<file path="src/bstap_defs.vh">
// Constants for the boundary-scan test port.
// Assumes inclusion by bare name from the design files.
`ifndef BSTAP_DEFS_VH
`define BSTAP_DEFS_VH
// Instruction codes
`define BSTAP_IR_W 3
`define BSTAP_IR_FLOATCAP 3'h0
`define BSTAP_IR_IDREAD 3'h1
`define BSTAP_IR_SAMPLEZ 3'h2
`define BSTAP_IR_RSV3 3'h3
`define BSTAP_IR_SAMPLE 3'h4
`define BSTAP_IR_RSV5 3'h5
`define BSTAP_IR_RSV6 3'h6
`define BSTAP_IR_BYPASS 3'h7
// Capture-IR pattern in the two low bits
`define BSTAP_IR_CAPT 2'h1
// Register lengths
`define BSTAP_ID_W 32
`define BSTAP_BSR_W 70
`define BSTAP_BSR_W18 51
// Identification value, arbitrary neutral value, bit 0 marks presence
`define BSTAP_IDCODE 32'h0a5a_5001
// Held-high count for reset
`define BSTAP_RST_TMS_EDGES 5
`endif

</file>
<file path="src/bstap_top.v">
// Boundary-scan test access port of a pipelined memory.
// Assumes test pins asynchronous to clk, test clock well under clk/8.
// Assumes memory pins steady around Capture-DR.
`timescale 1ns/1ps
`default_nettype none
`include "bstap_defs.vh"
module bstap_top (
  // Clock, reset, enable
  input wire clk,
  input wire rst_n,
  input wire ce,
  // Width strap, high for wide configuration
  input wire wide_cfg,
  // Test pins
  input wire test_clk,
  input wire test_mode_sel,
  input wire test_data_in,
  output reg test_data_out,
  output reg test_data_out_oe_n,
  // Memory pin ring to sample
  input wire [`BSTAP_BSR_W-1:0] pin_ring,
  // Memory output float request
  output reg mem_out_float,
  // Controller state for observation
  output reg [15:0] tap_state
);
  // ----------------------------------------
  // States
  // ----------------------------------------
  localparam [15:0] S_TLR = 16'h0001;
  localparam [15:0] S_RTI = 16'h0002;
  localparam [15:0] S_SDS = 16'h0004;
  localparam [15:0] S_CDR = 16'h0008;
  localparam [15:0] S_SDR = 16'h0010;
  localparam [15:0] S_E1D = 16'h0020;
  localparam [15:0] S_PDR = 16'h0040;
  localparam [15:0] S_E2D = 16'h0080;
  localparam [15:0] S_UDR = 16'h0100;
  localparam [15:0] S_SIS = 16'h0200;
  localparam [15:0] S_CIR = 16'h0400;
  localparam [15:0] S_SIR = 16'h0800;
  localparam [15:0] S_E1I = 16'h1000;
  localparam [15:0] S_PIR = 16'h2000;
  localparam [15:0] S_E2I = 16'h4000;
  localparam [15:0] S_UIR = 16'h8000;

  // ----------------------------------------
  // Pin synchronisers
  // ----------------------------------------
  wire tck_rise;
  wire tck_fall;
  wire tms_lvl;
  wire tdi_lvl;
  wire [`BSTAP_BSR_W-1:0] ring_lvl;
  bstap_sync u_tck (
    .clk(clk), .rst_n(rst_n), .ce(ce), .pin(test_clk),
    .lvl(), .rise(tck_rise), .fall(tck_fall)
  );
  bstap_sync u_tms (
    .clk(clk), .rst_n(rst_n), .ce(ce), .pin(test_mode_sel),
    .lvl(tms_lvl), .rise(), .fall()
  );
  bstap_sync u_tdi (
    .clk(clk), .rst_n(rst_n), .ce(ce), .pin(test_data_in),
    .lvl(tdi_lvl), .rise(), .fall()
  );
  genvar gi;
  generate
    for (gi = 0; gi < `BSTAP_BSR_W; gi = gi + 1) begin : g_ring
      bstap_sync u_ring (
        .clk(clk), .rst_n(rst_n), .ce(ce), .pin(pin_ring[gi]),
        .lvl(ring_lvl[gi]), .rise(), .fall()
      );
    end
  endgenerate

  // ----------------------------------------
  // Controller state machine
  // ----------------------------------------
  reg [15:0] state_r;
  reg [15:0] state_nxt;
  reg [2:0] tms_hi_r;
  always @* begin
    state_nxt = S_TLR;
    case (state_r)
      S_TLR: state_nxt = tms_lvl ? S_TLR : S_RTI;
      S_RTI: state_nxt = tms_lvl ? S_SDS : S_RTI;
      S_SDS: state_nxt = tms_lvl ? S_SIS : S_CDR;
      S_CDR: state_nxt = tms_lvl ? S_E1D : S_SDR;
      S_SDR: state_nxt = tms_lvl ? S_E1D : S_SDR;
      S_E1D: state_nxt = tms_lvl ? S_UDR : S_PDR;
      S_PDR: state_nxt = tms_lvl ? S_E2D : S_PDR;
      S_E2D: state_nxt = tms_lvl ? S_UDR : S_SDR;
      S_UDR: state_nxt = tms_lvl ? S_SDS : S_RTI;
      S_SIS: state_nxt = tms_lvl ? S_TLR : S_CIR;
      S_CIR: state_nxt = tms_lvl ? S_E1I : S_SIR;
      S_SIR: state_nxt = tms_lvl ? S_E1I : S_SIR;
      S_E1I: state_nxt = tms_lvl ? S_UIR : S_PIR;
      S_PIR: state_nxt = tms_lvl ? S_E2I : S_PIR;
      S_E2I: state_nxt = tms_lvl ? S_UIR : S_SIR;
      S_UIR: state_nxt = tms_lvl ? S_SDS : S_RTI;
      default: state_nxt = S_TLR;
    endcase
  end

  // ----------------------------------------
  // Instruction decode
  // ----------------------------------------
  reg [`BSTAP_IR_W-1:0] ir_r;
  reg [`BSTAP_IR_W-1:0] ir_sh_r;
  reg [`BSTAP_ID_W-1:0] id_sh_r;
  reg [`BSTAP_BSR_W-1:0] bsr_r;
  reg byp_r;
  reg [1:0] sel_r;
  localparam [1:0] SEL_BSR = 2'h0;
  localparam [1:0] SEL_ID = 2'h1;
  localparam [1:0] SEL_BYP = 2'h2;

  function [2:0] bstap_dec;
    input [`BSTAP_IR_W-1:0] code;
    begin
      case (code)
        `BSTAP_IR_FLOATCAP: bstap_dec = {1'b1, SEL_BSR};
        `BSTAP_IR_IDREAD: bstap_dec = {1'b0, SEL_ID};
        `BSTAP_IR_SAMPLEZ: bstap_dec = {1'b1, SEL_BSR};
        `BSTAP_IR_SAMPLE: bstap_dec = {1'b0, SEL_BSR};
        `BSTAP_IR_BYPASS: bstap_dec = {1'b0, SEL_BYP};
        // reserved codes fall back to bypass
        default: bstap_dec = {1'b0, SEL_BYP};
      endcase
    end
  endfunction

  wire [2:0] dec = bstap_dec(ir_r);
  wire [1:0] dec_sel = dec[1:0];
  wire dec_float = dec[2];
  wire in_shift = (state_r == S_SIR) || (state_r == S_SDR);

  // ----------------------------------------
  // Boundary shift path
  // ----------------------------------------
  reg [`BSTAP_BSR_W-1:0] bsr_nxt;
  // data-in at top bit of active length
  always @* begin
    if (wide_cfg) begin
      bsr_nxt = {tdi_lvl, bsr_r[`BSTAP_BSR_W-1:1]};
    end else begin
      bsr_nxt = {{(`BSTAP_BSR_W - `BSTAP_BSR_W18){1'b0}}, tdi_lvl, bsr_r[`BSTAP_BSR_W18-1:1]};
    end
  end

  // ----------------------------------------
  // Mode-select reset counter
  // ----------------------------------------
  wire tms_force;
  wire [15:0] state_go;
  wire enter_tlr;
  assign tms_force = tms_lvl && (tms_hi_r == (`BSTAP_RST_TMS_EDGES - 1));
  assign state_go = tms_force ? S_TLR : state_nxt;
  assign enter_tlr = (state_go == S_TLR);
  always @(posedge clk) begin
    if (!rst_n) begin
      tms_hi_r <= 3'h0;
    end else if (ce && tck_rise) begin
      if (!tms_lvl) begin
        tms_hi_r <= 3'h0;
      end else if (!tms_force) begin
        tms_hi_r <= tms_hi_r + 3'h1;
      end
    end
  end

  // ----------------------------------------
  // Controller and instruction register
  // ----------------------------------------

  always @(posedge clk) begin
    if (!rst_n) begin
      state_r <= S_TLR;
      ir_r <= `BSTAP_IR_IDREAD;
      ir_sh_r <= 3'h0;
      sel_r <= SEL_ID;
    end else if (ce && tck_rise) begin
      state_r <= state_go;
      case (state_r)
        S_CIR: begin
          ir_sh_r <= {ir_r[2], `BSTAP_IR_CAPT};
        end
        S_SIR: begin
          ir_sh_r <= {tdi_lvl, ir_sh_r[2:1]};
        end
        S_UIR: begin
          ir_r <= ir_sh_r;
        end
        S_CDR: begin
          sel_r <= dec_sel;
        end
        default: begin
        end
      endcase
      if (enter_tlr) begin
        ir_r <= `BSTAP_IR_IDREAD;
        sel_r <= SEL_ID;
      end
    end
  end

  // ----------------------------------------
  // Data registers
  // ----------------------------------------
  always @(posedge clk) begin
    if (!rst_n) begin
      id_sh_r <= 32'h0000_0000;
      bsr_r <= {`BSTAP_BSR_W{1'b0}};
      byp_r <= 1'b0;
    end else if (ce && tck_rise) begin
      case (state_r)
        S_CDR: begin
          if (dec_sel == SEL_ID) begin
            id_sh_r <= `BSTAP_IDCODE;
          end
          if (dec_sel == SEL_BSR) begin
            bsr_r <= ring_lvl;
          end
          if (dec_sel == SEL_BYP) begin
            byp_r <= 1'b0;
          end
        end
        S_SDR: begin
          if (sel_r == SEL_BSR) begin
            bsr_r <= bsr_nxt;
          end
          if (sel_r == SEL_ID) begin
            id_sh_r <= {tdi_lvl, id_sh_r[31:1]};
          end
          if (sel_r == SEL_BYP) begin
            byp_r <= tdi_lvl;
          end
        end
        // nothing is driven into the memory
        default: begin
        end
      endcase
    end
  end

  // ----------------------------------------
  // Falling test clock outputs
  // ----------------------------------------
  reg out_bit;
  // data-out from selected register low bit
  always @* begin
    out_bit = byp_r;
    if (state_r == S_SIR) begin
      out_bit = ir_sh_r[0];
    end else if (sel_r == SEL_ID) begin
      out_bit = id_sh_r[0];
    end else if (sel_r == SEL_BSR) begin
      out_bit = bsr_r[0];
    end
  end

  always @(posedge clk) begin
    if (!rst_n) begin
      test_data_out <= 1'b0;
      test_data_out_oe_n <= 1'b1;
    end else if (ce && tck_fall) begin
      test_data_out <= out_bit;
      test_data_out_oe_n <= ~in_shift;
    end
  end

  // ----------------------------------------
  // Status outputs
  // ----------------------------------------
  always @(posedge clk) begin
    if (!rst_n) begin
      mem_out_float <= 1'b0;
      tap_state <= S_TLR;
    end else if (ce) begin
      tap_state <= state_r;
      mem_out_float <= dec_float;
    end
  end
endmodule
`default_nettype wire

</file>
<file path="src/bstap_sync.v">
// Two-flop synchroniser with rise and fall pulses for the test pins.
// Assumes pins are asynchronous to clk.
`timescale 1ns/1ps
`default_nettype none
module bstap_sync (
  // Clock and control
  input wire clk,
  input wire rst_n,
  input wire ce,
  // Pin and result
  input wire pin,
  output reg lvl,
  output reg rise,
  output reg fall
);
  reg meta_r;
  reg sync_r;
  always @(posedge clk) begin
    if (!rst_n) begin
      meta_r <= 1'b0;
      sync_r <= 1'b0;
      lvl <= 1'b0;
      rise <= 1'b0;
      fall <= 1'b0;
    end else if (ce) begin
      meta_r <= pin;
      sync_r <= meta_r;
      lvl <= sync_r;
      rise <= sync_r & ~lvl;
      fall <= ~sync_r & lvl;
    end
  end
endmodule
`default_nettype wire

</file>
<file path="config.mk">
export PLATFORM = sky130hd
export DESIGN_NAME = bstap_top
export DESIGN_NICKNAME = d
export VERILOG_FILES = /design/src/bstap_top.v /design/src/bstap_sync.v
export VERILOG_INCLUDE_DIRS = /design/src
export SDC_FILE = /design/constraint.sdc
export NUM_CORES = 1
export LEC_CHECK = 0
export BUFFER_PORTS_ARGS = -buffer_cell sky130_fd_sc_hd__buf_2
export CAP_MARGIN = 10
export CORE_ASPECT_RATIO = 0.5
export CORE_MARGIN = 1.5
export CORE_UTILIZATION = 30
export DETAILED_ROUTE_END_ITERATION = 10
export HOLD_SLACK_MARGIN = 0.08
export SYNTH_ARGS = -nofsm -noshare
export SYNTH_HDL_FRONTEND = slang
export SYNTH_SLANG_ARGS = --single-unit
</file>
<file path="constraint.sdc">
create_clock -name clk -period 3.58 [get_ports clk]
set_input_delay 0.537 -clock clk [delete_from_list [all_inputs] [get_ports clk]]
set_output_delay 0.537 -clock clk [all_outputs]
set_load 0.01 [all_outputs]
</file>
==> impl_metrics.toml <==
[synth]
avgSynthCellArea_um2 = 9.28
synthCells = 1550
yosysWarnings = 0
synth.distinct_cells = 48
synthArstFlopShare_pct = 0
synth_top_cells_by_area = "dfxtp_1, mux2i_1, nor2_1"
synth.cell_area_um2 = 14400
yosys_most_used_dff = "dfxtp_1"
synth_common_cells = "dfxtp_1, nor2_1, mux2i_1"
synth-edff-count = 0
ys_ff_latch = 370
synth-seq-area-share_pct = 51.5
yosysTopAreaCell = "dfxtp_1"
yosysMostFrequentCell = "dfxtp_1"
synth_nets = 1629
synth_top_area_share_pct = 51.5

[die]
die_height_um = 158
fp.dieW_um = 313
core_um2 = 47100
placementRows = 56
die_area_um2 = 49300
pin_count = 96
start_util_pct = 30.5

[timing]
hold_ws_ns = 0.242
rsz0062_at_grt = "no"
slew_headroom_pct = 33.3
worst-slew-pin-transition_ns = 1.00
setup_viol = 0
period_share_pct = 81.1
hold_viol = 0
max_freq_ghz = 0.344
skew_ns = 0.0156
setup_ws_ns = 0.677
finalSetupTns_ns = 0
slew_violations = 0
fin_crit_ns = 2.90

[clocking]
cts.sinks = 370
clk_latency_ns = 0.53
hold_buffers = 0
cts_tree = "built"
post_cts_buffers = 0
clock_path_buffers = 3
cts_resized = 0
cts_buffers = 37
root_buffer = "clkbuf_16"
clk_pin_slew_ns = 0.06
cts_htree_levels = 2

[setup_path]
crit_fanout = 32
ff2ff_path_depth = 6
worstSetupEndpointType = "flop"
cp_slowest_stage_delay_ns = 0.83
timing.rr.start = "state_r[12]"
path_class = "reg2reg"
cp_data_arrival_time_ns = 3.28
rr_endpoint = "id_sh_r[14]"
start_kind = "flop"
path_common_cell = "nor3_1"
critPathTopFamily = "simple AND/OR/NAND/NOR gates"
required_ns = 3.96
path_cells = "nor4_4 -> and4_1 -> a21oi_1 -> a2111o_1 -> nor3_1 -> nor3_1"
critPathBufInv = 0
crit_path_top_delay_cell = "a2111o_1"
r2r_setup_slack_ns = 0.68

[detailed_routing]
drt-total-wl_mm = 29.8
drc_errors = 0
dr.pass1.iters = 5
vias = 10300
wl_per_cell_um = 13.3
antenna_left = 0
drtIter0Drc = 690
via_per_inst = 4.61

[job]
drv_cap = 0

[min_path]
hold_end = "g_ring[3].u_ring.meta_r"
hold_class = "in2reg"
min-delay-start = "pin_ring[3]"
hold_depth = 3

[power]
total_power_mw = 8.52
leakage_nw = 6.70
peakVddDrop_v = 0.000242
powerDensity_nw_per_um2 = 514

[placed_design]
dp_slack_ns = 0.717
dp.cells = 2171
io_buffers = 95
placed_area_um2 = 15400
dpl.hpwl_mm = 18.0
gp_congestion = 0.812

[run_status]
outcome = "complete, no violations"

[finish]
fin_cells = 2236
final_core_util_pct = 35.2
syn_to_final_growth_pct = 15.2
design_area_um2 = 16600
finalNetCount = 1651
drive_gt1_share_pct = 11.1

[global_routing]
grt_use_total_pct = 11.8
grt_overflow = 0
grt_pass1_vias = 9547
antenna_found_initial = 5
grt_max_degree = 141
grt_pass1_wl_mm = 48.8
[how the worst max path moves through the flow]
stage | start | slack [ns] | depth (start not counted) | endpoint
after CTS | state_r[12] | 0.69 | 6 | id_sh_r[12]
after global routing | state_r[12] | 0.42 | 6 | id_sh_r[19]
final | state_r[12] | 0.68 | 6 | id_sh_r[14]
after floorplan | state_r[13] | 1.29 | 10 | bsr_r[60]
after detailed placement | state_r[12] | 0.72 | 6 | id_sh_r[12]
after global placement | state_r[12] | 0.74 | 6 | id_sh_r[19]
[cell type report]
type	count	area, um^2
tap	638	798
multi-input combinational	1043	6410
inverter	9	41.3
clock buffer	53	1080
timing repair buffer	111	693
clock inverter	10	136
sequential	370	7410
antenna	2	5.00
fill	4841	30500
[layout by cell type, fill, tap and decap left out, types with 12 or more instances in the layout]
cell type / count
nor2_1: 325
o211a_1: 21
o21ai_0: 12
buf_2: 94
a21oi_1: 53
nand2_1: 183
dfxtp_1: 370
a311oi_1: 51
nand3_1: 31
o211ai_1: 21
clkbuf_16: 37
nor3_1: 30
mux2i_1: 240
[worst register-to-register path: stages (launching register included)]
cell and delay (ns):
dfxtp_1 0.43, nor4_4 0.54, and4_1 0.41, a21oi_1 0.20
a2111o_1 0.83, nor3_1 0.29, nor3_1 0.07
[logic make-up (layout without fill, tap and decap cells)]
logic type | count (synthesis) | after routing | share of synthesized area (%)
AO/OA/AOI/OAI | 176 | 176 | 9.08
XOR/XNOR | 7 | 7 | 0.426
adder cells (fa/ha/maj) | 2 | 2 | 0.174
buffers and inverters | 137 | 183 | 3.98
flip-flops | 370 | 370 | 51.5
multiplexers | 240 | 240 | 16.7
other | 0 | 2 | 0
AND/OR/NAND/NOR | 618 | 618 | 18.1
[per-layer routing]
layer	part of all wire [%]	global-route usage (%)	wire (um)	vias to the layer above
met5	0.097	0	29	-
met4	1.8	3.59	524	6
met3	3.5	2.50	1060	42
met2	46	19.7	13800	98
met1	48	15.4	14400	4774
li1	-	-	-	5379
[flip-flops by register name, summed over array words and instances (netlist names), 2 cells and up]
| register | count |
|---|---|
| id_sh_r | 32 |
| ir_sh_r | 3 |
| state_r | 16 |
| g_ring.u_ring.sync_r | 70 |
| g_ring.u_ring.lvl | 70 |
| g_ring.u_ring.meta_r | 70 |
| tap_state | 16 |
| tms_hi_r | 3 |
| ir_r | 3 |
| sel_r | 2 |
| bsr_r | 70 |
[where the power goes]
group          switching (mW)  internal, mW
Sequential             0.0517          4.21
Clock                    1.57          2.31
Combinational           0.212         0.168
(Power assumes the default switching activity.)
